===== config.mk =====
export PLATFORM = sky130hd
export DESIGN_NAME = config_cycle_router
export DESIGN_NICKNAME = d
export VERILOG_FILES = /design/src/rtl/cfg_router_pkg.sv /design/src/rtl/config_cycle_router.sv
export SDC_FILE = /design/constraint.sdc
export NUM_CORES = 1
export LEC_CHECK = 0
export BUFFER_PORTS_ARGS = -buffer_cell sky130_fd_sc_hd__buf_2
export CORE_MARGIN = 2
export CORE_UTILIZATION = 45
export CTS_BUF_LIST = sky130_fd_sc_hd__clkbuf_8
export CTS_CLUSTER_DIAMETER = 30
export CTS_CLUSTER_SIZE = 25
export DETAILED_ROUTE_END_ITERATION = 8
export PLACE_DENSITY = 0.77
export SLEW_MARGIN = 40
export SYNTH_ARGS = -nofsm -noshare
export SYNTH_HDL_FRONTEND = slang
export SYNTH_SLANG_ARGS = --single-unit

===== constraint.sdc =====
create_clock -name i_clk_sys -period 7.4 [get_ports i_clk_sys]
set_clock_uncertainty 0.15 [all_clocks]
set_input_delay 1.48 -clock i_clk_sys [delete_from_list [all_inputs] [get_ports i_clk_sys]]
set_output_delay 1.48 -clock i_clk_sys [all_outputs]
set_load 0.03 [all_outputs]

===== src/rtl/cfg_router_pkg.sv =====
// Constants and carrier types for the configuration cycle router.
package cfg_router_pkg;

    localparam logic [15:0] PTR_IO_ADDR  = 16'h0cf8;
    localparam logic [15:0] WIN_IO_ADDR  = 16'h0cfc;
    localparam logic [31:0] PTR_RESET    = 32'h0000_0000;
    localparam logic [31:0] WIN_RESET    = 32'h0000_0000;
    localparam logic [31:0] ALL_ONES     = 32'hffff_ffff;
    localparam logic [3:0]  BE_DWORD     = 4'hf;
    localparam logic [7:0]  UPSTREAM_BUS = 8'h00;
    localparam logic [7:0]  BUS_ZERO     = 8'h00;

    localparam int ENABLE_BIT = 31;
    localparam int RSV_HI     = 30;
    localparam int RSV_LO     = 24;
    localparam int BUS_HI     = 23;
    localparam int BUS_LO     = 16;
    localparam int DEV_HI     = 15;
    localparam int DEV_LO     = 11;
    localparam int FUNC_HI    = 10;
    localparam int FUNC_LO    = 8;
    localparam int REG_HI     = 7;
    localparam int REG_LO     = 2;

    localparam logic [31:0] PTR_WR_MASK  = 32'h80ff_fffc;
    localparam logic [1:0]  TYPE1_LOW    = 2'b01;
    localparam logic [1:0]  TYPE0_LOW    = 2'b00;
    localparam int          NPORT        = 2;

    typedef enum logic [1:0] {
        TGT_INT    = 2'h0,
        TGT_HUB    = 2'h1,
        TGT_PORT_A = 2'h2,
        TGT_PORT_B = 2'h3
    } target_t;

    typedef enum logic [2:0] {
        ST_IDLE = 3'b001,
        ST_WAIT = 3'b010,
        ST_HOLD = 3'b100
    } state_t;

    typedef struct packed {
        logic [7:0] first_bus;
        logic [7:0] last_bus;
        logic       link_up;
    } bridge_cfg_t;

    typedef struct packed {
        logic        valid;
        target_t     target;
        logic        io;
        logic        type1;
        logic        write;
        logic [3:0]  be;
        logic [31:0] addr;
        logic [31:0] wdata;
    } cyc_req_t;

endpackage : cfg_router_pkg


===== src/rtl/config_cycle_router.sv =====
// Configuration access decoder that routes data window cycles to internal, hub link or ports.
`timescale 1ns/1ps
`default_nettype none

// Notes on behaviour
// RL1: Only the pointer plus data window access method exists; no second method.
// RL2: Pointer answers dword accesses only; narrower ones go to hub link as I/O.
// RL3: Configuration cycles are made only while pointer bit 31 is set.
// RL4: Pointer holds bus in 23:16, device in 15:11, function in 10:8.
// RL5: Pointer bits 30:24 read zero; bits 1:0 are reserved and read zero.
// RL6: Register number bits 7:2 drive address bits 7:2 of generated cycles.
// RL7: With enable set, every data window access except one to a disabled port becomes a configuration cycle.
// RL8: Bus 0 hits on enabled internal devices complete internally, not on hub link.
// RL9: Bus 0 hits on disabled or absent internal devices go to hub as type 0.
// RL10: Accesses to a disabled port read all ones; writes end as master abort.
// RL11: Non-zero bus outside every port range goes to hub link as type 1.
// RL12: Bus equal to a bridge's first downstream bus gives type 0 on that port.
// RL13: Bus above first and up to last downstream bus gives type 1 on that port.
// RL14: Each port bridge's upstream bus number is fixed at zero.
// RL15: Port type 1 cycles keep pointer fields, bits 1:0 are 01, 30:24 zero.
// RL16: Bus numbers in gaps between port ranges go subtractively to the hub link.
// RL17: Software scans bus 0, then programs bridge bus ranges before going deeper.
// RL18: With enable clear, a data window access is an ordinary I/O cycle.
module config_cycle_router
    import cfg_router_pkg::*;
(
    input  wire logic                    i_clk_sys,
    input  wire logic                    i_reset_n,
    input  wire logic                    i_ce,
    input  wire logic                    i_io_valid,
    input  wire logic                    i_io_write,
    input  wire logic [15:0]             i_io_addr,
    input  wire logic [3:0]              i_io_be,
    input  wire logic [31:0]             i_io_wdata,
    input  wire logic [31:0]             i_int_dev_en,
    input  wire bridge_cfg_t [NPORT-1:0] i_bridge,
    input  wire logic                    i_cpl_valid,
    input  wire logic                    i_cpl_abort,
    input  wire logic [31:0]             i_cpl_rdata,
    output var  cyc_req_t                o_req,
    output logic                         o_io_done,
    output logic                         o_io_abort,
    output logic [31:0]                  o_io_rdata,
    output logic                         o_busy,
    output logic [7:0]                   o_upstream_bus
);

    function automatic logic [31:0] cfg_addr(input logic [31:0] ptr, input logic t1);
        cfg_addr = {t1, 7'h00, ptr[BUS_HI:REG_LO], t1 ? TYPE1_LOW : TYPE0_LOW};
    endfunction : cfg_addr

    state_t      state_ff;
    state_t      nxt_state;
    logic [31:0] ptr_ff;
    cyc_req_t    req_ff;
    cyc_req_t    nxt_req;
    logic        done_ff;
    logic        abort_ff;
    logic [31:0] rdata_ff;
    logic        wr_ff;
    logic [7:0]  upbus_ff;
    logic        busy_ff;

    wire        accept   = i_ce && i_io_valid && (state_ff == ST_IDLE);
    wire        hit_ptr  = (i_io_addr[15:2] == PTR_IO_ADDR[15:2]);
    wire        hit_win  = (i_io_addr[15:2] == WIN_IO_ADDR[15:2]);
    wire        full_dw  = (i_io_be == BE_DWORD);
    wire        cfg_en   = ptr_ff[ENABLE_BIT];
    wire [7:0]  bus      = ptr_ff[BUS_HI:BUS_LO];
    wire [4:0]  dev      = ptr_ff[DEV_HI:DEV_LO];
    wire        bus_zero = (bus == BUS_ZERO);
    wire        int_hit  = bus_zero && i_int_dev_en[dev];

    // Only full-width pointer accesses and disabled port accesses end locally; all else forwards.
    wire        ptr_acc  = hit_ptr && full_dw; // [RL1] [RL2]
    wire        ptr_wr   = accept && ptr_acc && i_io_write;
    wire        cfg_acc  = hit_win && cfg_en; // [RL3] [RL7] [RL18]

    logic [NPORT-1:0] port_hit;
    logic [NPORT-1:0] port_first;
    for (genvar p = 0; p < NPORT; p++) begin : g_port
        assign port_hit[p]   = !bus_zero && (bus >= i_bridge[p].first_bus)
                               && (bus <= i_bridge[p].last_bus); // [RL13] [RL16]
        assign port_first[p] = (bus == i_bridge[p].first_bus); // [RL12]
    end

    wire        any_port = |port_hit;
    wire        sel_b    = !port_hit[0];
    wire        sel_up   = sel_b ? i_bridge[1].link_up : i_bridge[0].link_up;
    wire        sel_t0   = sel_b ? port_first[1] : port_first[0];
    wire        dead     = cfg_acc && !bus_zero && any_port && !sel_up; // [RL10]

    wire        go_int   = cfg_acc && int_hit; // [RL8]
    wire        go_hub0  = cfg_acc && bus_zero && !int_hit; // [RL9]
    wire        go_port  = cfg_acc && !bus_zero && any_port && sel_up;
    wire        go_hub1  = cfg_acc && !bus_zero && !any_port; // [RL11] [RL16]
    wire        is_t1    = go_hub1 || (go_port && !sel_t0); // [RL12] [RL13]
    wire target_t port_tgt = sel_b ? TGT_PORT_B : TGT_PORT_A;
    wire target_t tgt      = go_int ? TGT_INT : (go_port ? port_tgt : TGT_HUB);
    wire        fwd      = !ptr_acc && !dead;

    always_comb begin
        nxt_req       = req_ff;
        nxt_req.valid = 1'b0;
        if (accept && fwd) begin
            nxt_req.valid  = 1'b1;
            nxt_req.target = tgt;
            nxt_req.io     = !cfg_acc; // [RL2] [RL18]
            nxt_req.type1  = is_t1;
            nxt_req.write  = i_io_write;
            nxt_req.be     = i_io_be;
            nxt_req.wdata  = i_io_wdata;
            nxt_req.addr   = cfg_acc ? cfg_addr(ptr_ff, is_t1)
                                     : {16'h0000, i_io_addr}; // [RL6] [RL15]
        end
    end

    always_comb begin
        nxt_state = state_ff;
        case (state_ff)
            ST_IDLE: begin
                if (accept) begin
                    nxt_state = fwd ? ST_WAIT : ST_HOLD;
                end
            end
            ST_WAIT: begin
                if (i_cpl_valid) begin
                    nxt_state = ST_HOLD;
                end
            end
            ST_HOLD: begin
                nxt_state = ST_IDLE;
            end
            default: begin
                nxt_state = ST_IDLE;
            end
        endcase
    end

    wire        fin_local = accept && !fwd;
    wire        fin_cpl   = (state_ff == ST_WAIT) && i_cpl_valid;
    wire [31:0] loc_rdata = dead ? ALL_ONES : ptr_ff; // [RL10]
    wire        loc_abort = dead && i_io_write; // [RL10]
    wire [31:0] nxt_rdata = fin_cpl ? i_cpl_rdata : loc_rdata;
    wire        nxt_abort = fin_cpl ? (i_cpl_abort && wr_ff) : loc_abort;

    always_ff @(posedge i_clk_sys or negedge i_reset_n) begin
        if (!i_reset_n) begin
            state_ff <= ST_IDLE;
            req_ff   <= '0;
            done_ff  <= 1'b0;
            abort_ff <= 1'b0;
            rdata_ff <= WIN_RESET;
            wr_ff    <= 1'b0;
            upbus_ff <= UPSTREAM_BUS;
            busy_ff  <= 1'b0;
        end else if (i_ce) begin
            state_ff <= nxt_state;
            busy_ff  <= (nxt_state != ST_IDLE);
            req_ff   <= nxt_req;
            done_ff  <= fin_local || fin_cpl;
            if (fin_local || fin_cpl) begin
                rdata_ff <= nxt_rdata;
                abort_ff <= nxt_abort;
            end
            if (accept) begin
                wr_ff <= i_io_write;
            end
            upbus_ff <= UPSTREAM_BUS; // [RL14]
        end
    end

    always_ff @(posedge i_clk_sys or negedge i_reset_n) begin
        if (!i_reset_n) begin
            ptr_ff <= PTR_RESET;
        end else if (ptr_wr) begin
            ptr_ff <= i_io_wdata & PTR_WR_MASK; // [RL4] [RL5]
        end
    end

    assign o_req          = req_ff;
    assign o_io_done      = done_ff;
    assign o_io_abort     = abort_ff;
    assign o_io_rdata     = rdata_ff;
    assign o_busy         = busy_ff;
    assign o_upstream_bus = upbus_ff;

    ptr_reserved_a: assert property ( // [RL5]
        @(posedge i_clk_sys) disable iff (!i_reset_n)
        (ptr_ff[RSV_HI:RSV_LO] == 7'h00) && (ptr_ff[1:0] == 2'b00))
        else $error("Pointer reserved bits not zero.");

    ptr_store_a: assert property ( // [RL4]
        @(posedge i_clk_sys) disable iff (!i_reset_n)
        ptr_wr |=> (ptr_ff[BUS_HI:REG_LO] == $past(i_io_wdata[BUS_HI:REG_LO]))
                   && (ptr_ff[ENABLE_BIT] == $past(i_io_wdata[ENABLE_BIT])))
        else $error("Pointer fields not stored.");

    narrow_ptr_a: assert property ( // [RL2]
        @(posedge i_clk_sys) disable iff (!i_reset_n)
        accept && hit_ptr && !full_dw |=> o_req.valid && o_req.io
                                          && (o_req.target == TGT_HUB))
        else $error("Narrow pointer access not forwarded as I/O.");

    win_disabled_a: assert property ( // [RL18]
        @(posedge i_clk_sys) disable iff (!i_reset_n)
        accept && hit_win && !cfg_en |=> o_req.valid && o_req.io)
        else $error("Disabled window access not ordinary I/O.");

    win_config_a: assert property ( // [RL7]
        @(posedge i_clk_sys) disable iff (!i_reset_n)
        accept && cfg_acc && !dead |=> o_req.valid && !o_req.io
            && (o_req.addr[REG_HI:REG_LO] == $past(ptr_ff[REG_HI:REG_LO])))
        else $error("Window access not turned into configuration cycle.");

    internal_bus_a: assert property ( // [RL8]
        @(posedge i_clk_sys) disable iff (!i_reset_n)
        o_req.valid && (o_req.target == TGT_INT) |-> !o_req.type1
            && (o_req.addr[BUS_HI:BUS_LO] == BUS_ZERO))
        else $error("Internal access with non-zero bus.");

    hub_type1_a: assert property ( // [RL11]
        @(posedge i_clk_sys) disable iff (!i_reset_n)
        o_req.valid && !o_req.io && o_req.type1 && (o_req.target == TGT_HUB)
            |-> (o_req.addr[BUS_HI:BUS_LO] != BUS_ZERO))
        else $error("Hub type 1 cycle to bus zero.");

    type1_format_a: assert property ( // [RL15]
        @(posedge i_clk_sys) disable iff (!i_reset_n)
        o_req.valid && o_req.type1 |-> (o_req.addr[1:0] == TYPE1_LOW)
            && (o_req.addr[RSV_HI:RSV_LO] == 7'h00))
        else $error("Type 1 address format wrong.");

    dead_read_a: assert property ( // [RL10]
        @(posedge i_clk_sys) disable iff (!i_reset_n)
        i_ce && accept && dead |=> o_io_done && (o_io_rdata == ALL_ONES)
            && (o_io_abort == $past(i_io_write)) && !o_req.valid)
        else $error("Disabled port access not ended locally.");

    upstream_a: assert property ( // [RL14]
        @(posedge i_clk_sys) disable iff (!i_reset_n)
        o_upstream_bus == UPSTREAM_BUS)
        else $error("Upstream bus number not zero.");

    bus0_hub_a: assert property ( // [RL9]
        @(posedge i_clk_sys) disable iff (!i_reset_n)
        accept && cfg_acc && bus_zero && !i_int_dev_en[dev]
            |=> o_req.valid && (o_req.target == TGT_HUB) && !o_req.type1 && !o_req.io)
        else $error("Bus zero access to absent device not sent to hub.");

    port_first_a: assert property ( // [RL12]
        @(posedge i_clk_sys) disable iff (!i_reset_n)
        accept && cfg_acc && !bus_zero && i_bridge[0].link_up
            && (bus == i_bridge[0].first_bus) && (bus <= i_bridge[0].last_bus)
            |=> o_req.valid && !o_req.type1 && (o_req.target == TGT_PORT_A))
        else $error("First downstream bus not a type 0 port cycle.");

    port_deep_a: assert property ( // [RL13]
        @(posedge i_clk_sys) disable iff (!i_reset_n)
        accept && cfg_acc && !bus_zero && i_bridge[0].link_up
            && (bus > i_bridge[0].first_bus) && (bus <= i_bridge[0].last_bus)
            |=> o_req.valid && o_req.type1 && (o_req.target == TGT_PORT_A))
        else $error("Deeper bus not a type 1 port cycle.");

    gap_hub_a: assert property ( // [RL11] [RL16]
        @(posedge i_clk_sys) disable iff (!i_reset_n)
        accept && cfg_acc && !bus_zero
            && !((bus >= i_bridge[0].first_bus) && (bus <= i_bridge[0].last_bus))
            && !((bus >= i_bridge[1].first_bus) && (bus <= i_bridge[1].last_bus))
            |=> o_req.valid && o_req.type1 && (o_req.target == TGT_HUB))
        else $error("Bus outside port ranges not a hub type 1 cycle.");

    cfg_enable_a: assert property ( // [RL3]
        @(posedge i_clk_sys) disable iff (!i_reset_n)
        o_req.valid && !o_req.io |-> $past(ptr_ff[ENABLE_BIT]))
        else $error("Configuration cycle made with enable clear.");

    cfg_fields_a: assert property ( // [RL4] [RL15]
        @(posedge i_clk_sys) disable iff (!i_reset_n)
        o_req.valid && !o_req.io
            |-> (o_req.addr[BUS_HI:FUNC_LO] == $past(ptr_ff[BUS_HI:FUNC_LO])))
        else $error("Bus, device or function not carried into cycle.");

    io_pass_a: assert property ( // [RL2] [RL18]
        @(posedge i_clk_sys) disable iff (!i_reset_n)
        accept && !ptr_acc && !cfg_acc |=> o_req.valid && o_req.io
            && (o_req.addr == {16'h0000, $past(i_io_addr)}))
        else $error("Ordinary I/O cycle address not passed through.");

    ptr_hold_a: assert property ( // [RL2]
        @(posedge i_clk_sys) disable iff (!i_reset_n)
        !ptr_wr |=> $stable(ptr_ff))
        else $error("Pointer changed without a dword write.");

    ptr_read_a: assert property ( // [RL5]
        @(posedge i_clk_sys) disable iff (!i_reset_n)
        accept && ptr_acc && !i_io_write |=> o_io_done && !o_req.valid
            && (o_io_rdata == $past(ptr_ff)))
        else $error("Pointer read not answered locally.");

    busy_quiet_a: assert property (
        @(posedge i_clk_sys) disable iff (!i_reset_n)
        i_ce && o_busy |=> !o_req.valid)
        else $error("New request issued while busy.");

    done_busy_a: assert property (
        @(posedge i_clk_sys) disable iff (!i_reset_n)
        o_io_done |-> o_busy)
        else $error("Done pulse outside the hold state.");

    cpl_done_a: assert property (
        @(posedge i_clk_sys) disable iff (!i_reset_n)
        i_ce && (state_ff == ST_WAIT) && i_cpl_valid
            |=> o_io_done && (o_io_rdata == $past(i_cpl_rdata)))
        else $error("Completion not handed back to the host.");

    type0_format_a: assert property ( // [RL9] [RL12]
        @(posedge i_clk_sys) disable iff (!i_reset_n)
        o_req.valid && !o_req.io && !o_req.type1
            |-> (o_req.addr[ENABLE_BIT:RSV_LO] == 8'h00) && (o_req.addr[1:0] == TYPE0_LOW))
        else $error("Type 0 address format wrong.");

    ce_freeze_a: assert property (
        @(posedge i_clk_sys) disable iff (!i_reset_n)
        !i_ce |=> $stable(state_ff) && $stable(ptr_ff) && $stable(o_req) && $stable(o_io_done))
        else $error("State changed while clock enable low.");

endmodule : config_cycle_router

`default_nettype wire


* After elaboration in Yosys (flattened, before gate mapping)
Cells that the tools add are included.
** Cells by class
- Order comparisons :: 5
- Eq/ne operators :: 8
- Mux-type cells :: 17
- Reductions and logical operators :: 39
** Operators by type and width (number)
- $mux W32 :: 3
- $mux W74 :: 1
- $eq A14 B10 Y1 const B :: 2
- $logic_and A1 B1 Y1 :: 24
- $eq A8 B8 Y1 :: 2
- $ge A8 B8 Y1 :: 2
- $le A8 B8 Y1 :: 2
- $mux W3 :: 3
- $logic_not A1 Y1 :: 8
- $logic_not A8 Y1 :: 1
- $lt A5 B6 Y1 const B :: 1
- $mux W1 :: 6
- $pmux W3 S2 :: 1
- $reduce_and A2 Y1 :: 3
- $bmux W1 S5 :: 1
- $eq A4 B4 Y1 const B :: 1
- $mux W2 :: 2
- $eq A3 B1 Y1 const B :: 1
- $eq A3 B2 Y1 const B :: 1
- $ne A3 B1 Y1 const B :: 1
- $logic_or A1 B1 Y1 :: 2
- $reduce_or A2 Y1 :: 1
** Storage, ports and cells
- Register bits after elaboration :: 136
- Bits of input ports :: 157
- Output and inout bits :: 117
- Word-level logic and storage cells :: 84

* Longest topological paths before layout
Gate-level depths: netlist of the first run.
- Depth in word-level cells :: 13
- Mapped depth :: 11

* Worst setup path before layout of the first run
No wires, ideal clock.
- Path kind :: input to register
- From :: input i_bridge[33] in the netlist's numbering
- To :: register req_ff, in the netlist o_req[10]
- Setup time :: 0.125 ns
- Arrival :: 3.691 ns
- Data required time :: 7.125 ns
- Path slack :: 3.434 ns
- Stages :: 11
- Path through :: inv_1 > ha_1 > nand4_1 > nor2_1 > a21oi_1 > or4_1 > a211oi_1 > or2_1 > buf_2 > buf_4 > mux2_2
** On the way
- Longest elaborated chain between the ends :: 10
** RTL lines
- start: declaration :: line config_cycle_router.sv:36 : input wire bridge_cfg_t [NPORT-1:0] i_bridge,
- $ge A8 B8 Y1 :: line config_cycle_router.sv:82 : assign port_hit[p] = !bus_zero && (bus >= i_bridge[p].first_bus)
- $logic_and A1 B1 Y1 :: line config_cycle_router.sv:82
- $logic_and A1 B1 Y1 :: line config_cycle_router.sv:83 : && (bus <= i_bridge[p].last_bus);
- $reduce_or A2 Y1 :: line config_cycle_router.sv:87 : wire any_port = |port_hit;
- $logic_and A1 B1 Y1 (2 in a row) :: line config_cycle_router.sv:91 : wire dead = cfg_acc && !bus_zero && any_port && !sel_up;
- $logic_not A1 Y1 :: line config_cycle_router.sv:100 : wire fwd = !ptr_acc && !dead;
- $logic_and A1 B1 Y1 :: line config_cycle_router.sv:100
- $logic_and A1 B1 Y1 :: line config_cycle_router.sv:105 : if (accept && fwd) begin
- $reduce_and A2 Y1 (no source line)
- end signal: assignment :: line config_cycle_router.sv:160 : req_ff <= nxt_req;
- end: declaration :: line config_cycle_router.sv:55 : cyc_req_t req_ff;
No other way between the ends.
A chain may end at the register's enable or synchronous reset.

* Worst setup path after layout of the first run
- From :: input i_io_addr[12]
- To :: register rdata_ff[0] (netlist: o_io_rdata[0])
** On the way
- Longest elaborated chain between the ends :: 11
- Elaborated cells on any way between the ends :: 16
- Classes of those cells :: eq/ne (2); mux (2); reduce/logical (12)
** RTL lines
- start: declaration :: line config_cycle_router.sv:32 : input wire logic [15:0] i_io_addr,
- $eq A14 B10 Y1 :: line config_cycle_router.sv:66 : wire hit_win = (i_io_addr[15:2] == WIN_IO_ADDR[15:2]);
- $logic_and A1 B1 Y1 :: line config_cycle_router.sv:77 : wire cfg_acc = hit_win && cfg_en;
- $logic_and A1 B1 Y1 (3 in a row) :: line config_cycle_router.sv:91
- $logic_not A1 Y1 :: line config_cycle_router.sv:100
- $logic_and A1 B1 Y1 :: line config_cycle_router.sv:100
- $logic_not A1 Y1 :: line config_cycle_router.sv:140 : wire fin_local = accept && !fwd;
- $logic_and A1 B1 Y1 :: line config_cycle_router.sv:140
- $logic_or A1 B1 Y1 :: line config_cycle_router.sv:162 : if (fin_local || fin_cpl) begin
- $reduce_and A2 Y1 (no source line)
- end signal: assignment :: line config_cycle_router.sv:163 : rdata_ff <= nxt_rdata;
- end: declaration :: line config_cycle_router.sv:59 : logic [31:0] rdata_ff;
Several ways; a longest one is shown, not always the timed one.

==> results of run 1 <==
report_power, final:
| group | total [mW] | leakage [nW] | internal (mW) | switching [mW] |
|---|---|---|---|---|
| clock | 0.594 | 0.187 | 0.289 | 0.305 |
| combinational | 0.939 | 2.59 | 0.316 | 0.623 |
| sequential | 0.996 | 1.58 | 0.895 | 0.101 |
synthesized netlist by cell type, types with 6 or more instances:
library cell  instances  share of area [%]
dfrtp_1             128                 47
o21ai_0              76                5.6
mux2_2               64                 11
inv_1                60                3.3
ha_1                 32                5.9
nor3_1               26                1.9
nand2_1              22                1.2
a21oi_1              21                1.5
buf_4                18                2.0
o32ai_2              18                4.3
clkbuf_1             17               0.93
nor2_1               15               0.82
nand4_1              13                1.2
mux4_2               10                3.3
buf_2                 9               0.66
o221a_2               9                1.5
a21o_1                7               0.77
nand3_1               7               0.51
nor4_1                6               0.55
per-stage QoR:
step	cells	power (mW)
6_report	1061	2.53
3_5_place_dp	1029	1.95
4_1_cts	1061	2.55
3_3_place_gp	1028	1.93
2_1_floorplan	627	1.63
5_1_grt	1061	2.65
sequential cells by signal (all words and copies together) (netlist names):
| register | flops |
|---|---|
| state_ff | 3 |
| o_io_rdata | 32 |
| wr_ff | 1 |
| o_io_done | 1 |
| ptr_ff | 23 |
| o_busy | 1 |
| o_req | 67 |
| o_io_abort | 1 |
placed cells by master (no fill, tap or decap), types with 4 or more instances in the layout:
master | Yosys | final
buf_2 | 9 | 257
dfrtp_1 | 128 | 128
o21ai_0 | 76 | 76
mux2_2 | 64 | 64
inv_1 | 60 | 60
ha_1 | 32 | 32
nor3_1 | 26 | 26
nand2_1 | 22 | 21
a21oi_1 | 21 | 21
clkbuf_8 | 0 | 19
o32ai_2 | 18 | 18
nor2_1 | 15 | 15
conb_1 | 1 | 15
nand4_1 | 13 | 13
mux4_2 | 10 | 10
o221a_2 | 9 | 9
a21o_1 | 7 | 7
nand3_1 | 7 | 6
nor4_1 | 6 | 6
mux2i_1 | 4 | 4
o32ai_1 | 4 | 4
clkinvlp_4 | 0 | 4
clkinv_4 | 0 | 4
worst paths after layout:
check	cells past startpoint	endpoint	from	slack (ns)
max reg2reg	9	o_req[15]$_DFFE_PN0P_	ptr_ff[16]$_DFFE_PN0P_	3.71
min	1	o_req[73]$_DFFE_PN0P_	o_req[73]$_DFFE_PN0P_	0.33
max	9	o_io_rdata[0]$_DFFE_PN0P_	i_io_addr[12]	3.02
min in group asynchronous	1	o_req[66]$_DFFE_PN0P_	i_reset_n	0.86
max in group asynchronous	2	o_io_rdata[3]$_DFFE_PN0P_	i_reset_n	5.22
min reg2reg	1	o_req[73]$_DFFE_PN0P_	o_req[73]$_DFFE_PN0P_	0.33
final cells by class:
| type | instances | area share [%] |
|---|---|---|
| Clock buffer | 19 | 3.04 |
| Multi-Input combinational cell | 389 | 37.0 |
| Clock inverter | 13 | 1.50 |
| Timing Repair Buffer | 263 | 15.6 |
| Sequential cell | 129 | 37.5 |
| Tap cell | 188 | 2.73 |
| Inverter | 60 | 2.62 |
metal layers:
metal / up-vias / wire length, um
li1: 2694 / -
met1: 2892 / 8490
met2: 264 / 9780
met3: 32 / 1290
met4: 0 / 366
met5: - / 0
worst max-delay path: cells and delay by family:
kind / cells / cell delay (ns)
AOI/OAI and AO/OA: 3 / 0.87
buffers and inverters: 2 / 0.54
and+or+nand+nor: 4 / 1.70
kinds of logic (layout without fill, tap and decap cells):
group	Yosys count	after routing	share of synthesized area, %
flip-flops	129	129	47.3
buffers and inverters	109	355	7.48
multiplexers	79	79	14.6
AO/OA/AOI/OAI	148	148	15.6
AND/OR/NAND/NOR	115	115	9.11
adder cells (fa/ha/maj)	32	32	5.86
other	1	15	0.0549
==> impl_metrics.json, run 1 <==
{
  "multiInputGateArea_um2": 3180,
  "cts_sinks": 129,
  "ctsResizeCount": 0,
  "ys_types": 49,
  "synth_area_um2": 6830,
  "portBuffers": 258,
  "hold_ws_ns": 0.330,
  "drtAntennaViolNets": 0,
  "period_minus_slack_ns": 4.38,
  "viasPerCell": 5.54,
  "die_h_um": 127,
  "initialDrtViolationCount": 360,
  "core_um2": 15000,
  "place_area_um2": 8210,
  "drc": 0,
  "syn_inst": 613,
  "vdd_drop_max_v": 0.000203,
  "drive_gt1_share_pct": 46.7,
  "worst_pin_slew_ns": 0.769,
  "cap_violations": 0,
  "period_share_pct": 59.1,
  "critPathCaptureType": "flip-flop",
  "grt_use_met1_pct": 31.6,
  "yosysSeqAreaShare_pct": 47.3,
  "initial_utilization_pct": 45.4,
  "design_area_um2": 8610,
  "ys.flop_type": "dfrtp_1",
  "clock.fmax_mhz": 228,
  "grt_pass1_wl_um": 31300,
  "ys_seq_elements": 129,
  "via_count": 5882,
  "post-dp-hpwl_um": 14900,
  "clk_pin_slew_ns": 0.08,
  "tritoncts": "yes",
  "cp_max_fo": 24,
  "ys_async_sr_fraction_pct": 100,
  "cp.required_ns": 7.63,
  "crit_type": "in2reg",
  "rows": 45,
  "antennaDiodeCount": 0,
  "wirelength_um": 19900,
  "track_usage_pct": 24.9,
  "clock-root-buffer": "clkbuf_8",
  "gp_congestion": 0.816,
  "relSlewSlack_pct": 48.6,
  "clk_latency_ns": 0.44,
  "met3_usage_pct": 6.03,
  "cts_setup_buffers": 0,
  "io_pins": 274,
  "htreeDepth": 4,
  "synth_edf_count": 0,
  "grt_start_max_net_pins": 67,
  "hold_class": "reg2reg",
  "post_drt_wl_per_cell_um": 18.8,
  "rsz0062_at_grt": "false",
  "synth.avg_cell_area_um2": 11.1,
  "pre_cts_slack_ns": 2.57,
  "finalHoldViolCount": 0,
  "worstPathArrival_ns": 4.60,
  "antenna_found_initial": 0,
  "fin_nets": 1049,
  "register_area_um2": 3230,
  "numCtsBuffers": 17,
  "num-fill-cells": 1310,
  "die_x_um": 127,
  "busiest_layer": "met2",
  "cts_hold_buf": 0,
  "p_leak_nw": 4.35,
  "cts_max_path_buffers": 2,
  "setup_ws_ns": 3.02,
  "first_pass_iters": 6,
  "dieArea_um2": 16200,
  "fin_util_pct": 57.3,
  "report.final.slew_viol_count": 0,
  "slowest_stage": "and2_1",
  "grt_pass1_vias": 6062,
  "status": "finished clean",
  "gr-usage-met2_pct": 42.3,
  "power_density_nw_per_um2": 294,
  "setup_violations": 0,
  "crit_path_start_kind": "input pin",
  "critPathMaxStageDelay_ns": 0.65,
  "overflow": 0,
  "finalSetupTns_ns": 0,
  "crit_chain": "buf_2 -> or3_4 -> nor4_4 -> and2_1 -> and3_1 -> a311oi_2 -> a21oi_4 -> buf_4 -> o221a_2",
  "areaGrowthSynthToFinish_pct": 26.0,
  "synth_warnings": 0
}
No activity file was read; power rests on OpenSTA's default activity.
==> run 2, diff against run 1 <==
clock period = 4.5 ns   (was 7.4 ns; I/O delays follow)
==> impl_metrics.json, run 2 (same netlist as run 1, synthesis figures left out) <==
{
  "seqPwrFrac_pct": 38.0,
  "io_pins": 274,
  "via_count": 5802,
  "p_leak_nw": 4.45,
  "period_minus_slack_ns": 3.43,
  "finalSetupTns_ns": 0,
  "fin_nets": 1061,
  "period_share_pct": 76.1,
  "ctsResizeCount": 0,
  "drc": 0,
  "cts_sinks": 129,
  "post-dp-hpwl_um": 15200,
  "numCtsBuffers": 17,
  "netSwitchingPower_mw": 1.69,
  "status": "finished clean",
  "clk_pin_slew_ns": 0.08,
  "cap_violations": 0,
  "initial_utilization_pct": 45.4,
  "cts_hold_buf": 0,
  "cts_max_path_buffers": 2,
  "antenna_found_initial": 0,
  "track_usage_pct": 25.3,
  "overflow": 0,
  "die_h_um": 127,
  "clk_latency_ns": 0.44,
  "rows": 45,
  "critPathLaunch": "ptr_ff[16]$_DFFE_PN0P_",
  "r2r-start": "ptr_ff[16]$_DFFE_PN0P_",
  "largest_reg_flops": 67,
  "grt_start_max_net_pins": 107,
  "worst_pin_slew_ns": 0.672,
  "wirelength_um": 20000,
  "final_common_cell": "buf_2",
  "grt_pass1_wl_um": 31600,
  "grt_pass1_vias": 6018,
  "hold_class": "in2async",
  "clock-root-buffer": "clkbuf_8",
  "setup_violations": 0,
  "vdd_drop_max_v": 0.000370,
  "num-fill-cells": 1313,
  "cts_setup_buffers": 0,
  "htreeDepth": 4,
  "relSlewSlack_pct": 55.2,
  "cpMostUsedCell": "buf_4",
  "crit_type": "reg2reg",
  "dieArea_um2": 16200,
  "swShare_pct": 39.3,
  "slowest_stage": "dfrtp_1",
  "crit_chain": "inv_1 -> ha_1 -> nor3b_1 -> o21ai_0 -> a21oi_1 -> or3_1 -> a311oi_1 -> buf_4 -> a21oi_4 -> buf_4 -> o32ai_1",
  "clock.fmax_mhz": 292,
  "internal-power_mw": 2.61,
  "areaGrowthSynthToFinish_pct": 28.2,
  "register_area_um2": 3230,
  "power_density_nw_per_um2": 492,
  "cp.required_ns": 4.66,
  "multiInputGateArea_um2": 3160,
  "initialDrtViolationCount": 261,
  "antennaDiodeCount": 0,
  "drtAntennaViolNets": 0,
  "die_x_um": 127,
  "gp_congestion": 0.845,
  "viasPerCell": 5.41,
  "portBuffers": 258,
  "finalHoldViolCount": 0,
  "post_drt_wl_per_cell_um": 18.7,
  "drive_gt1_share_pct": 47.1,
  "critPathMaxStageDelay_ns": 0.43,
  "reg2reg_depth": 11,
  "core_um2": 15000,
  "p_clk_share_pct": 25.7,
  "cp_max_fo": 20,
  "worstPathArrival_ns": 3.59,
  "pwr-share-comb_pct": 36.3,
  "rsz0062_at_grt": "false",
  "hold_ws_ns": 0.155,
  "first_pass_iters": 4,
  "tritoncts": "yes",
  "critPathCaptureType": "flip-flop",
  "final_cell_mix": "257 x buf_2, 128 x dfrtp_1, 76 x o21ai_0, 64 x mux2_2, 60 x inv_1",
  "crit_path_start_kind": "flip-flop",
  "report.final.slew_viol_count": 0
}
[run 2: power groups by stage]
stage | registers (mW) | clock network, mW | logic, mW
2_1_floorplan | 2.27 | 0 | 0.419
3_3_place_gp | 1.64 | 0 | 1.54
3_5_place_dp | 1.65 | 0 | 1.57
4_1_cts | 1.63 | 1.13 | 1.57
5_1_grt | 1.67 | 1.19 | 1.66
6_report | 1.63 | 1.11 | 1.56
[run 2: per-layer routing]
| metal | vias to the layer above | wire (um) | track usage [%] |
|---|---|---|---|
| li1 | 2717 | - | - |
| met1 | 2794 | 8370 | 32.5 |
| met2 | 257 | 9670 | 42.0 |
| met3 | 34 | 1510 | 6.74 |
| met4 | 0 | 463 | 8.34 |
| met5 | - | 0 | 0 |
[run 2: path summary, 6_finish.rpt]
| path | endpoint | slack [ns] |
|---|---|---|
| worst max-delay path | o_io_rdata[3]$_DFFE_PN0P_ | 1.07 |
| worst min-delay path | o_req[67]$_DFFE_PN0P_ | 0.16 |
| worst max register to register | o_io_rdata[3]$_DFFE_PN0P_ | 1.07 |
| worst min register to register | o_busy$_DFFE_PN0P_ | 0.33 |
| max in group asynchronous | o_req[63]$_DFFE_PN0P_ | 3.13 |
| min in group i_clk_sys | o_busy$_DFFE_PN0P_ | 0.33 |
[run 2: cell type report]
cell class,instances,area share (%)
repair buffers,275,16.7
multi-input cells,389,36.1
flip-flops and latches,129,36.9
well taps,188,2.69
clock inverters,15,2.39
clock buffers,17,2.67
inverters,60,2.57
[run 2: critical path, delay by kind of cell, from the launching register on]
| family | cells | cell delay [ns] |
|---|---|---|
| adders and majority gates | 1 | 0.31 |
| and+or+nand+nor | 2 | 0.50 |
| buffers and inverters | 3 | 0.83 |
| DFF | 1 | 0.43 |
| AOI/OAI and AO/OA | 5 | 1.07 |
[run 2: through the flow]
stage / power, mW / instances / utilization [%] / setup slack [ns] / cell area [um^2]
global route: 4.53 / 1073 / 58.3 / 0.847 / 8760
floorplan: 2.69 / 627 / - / 1.11 / 6880
finish: 4.31 / 1073 / 58.3 / 1.07 / 8760
CTS: 4.34 / 1072 / 58.1 / 1.06 / 8730
detailed placement: 3.22 / 1040 / 55.1 / 0.682 / 8290
global placement: 3.18 / 1040 / 55.1 / 0.743 / 8280
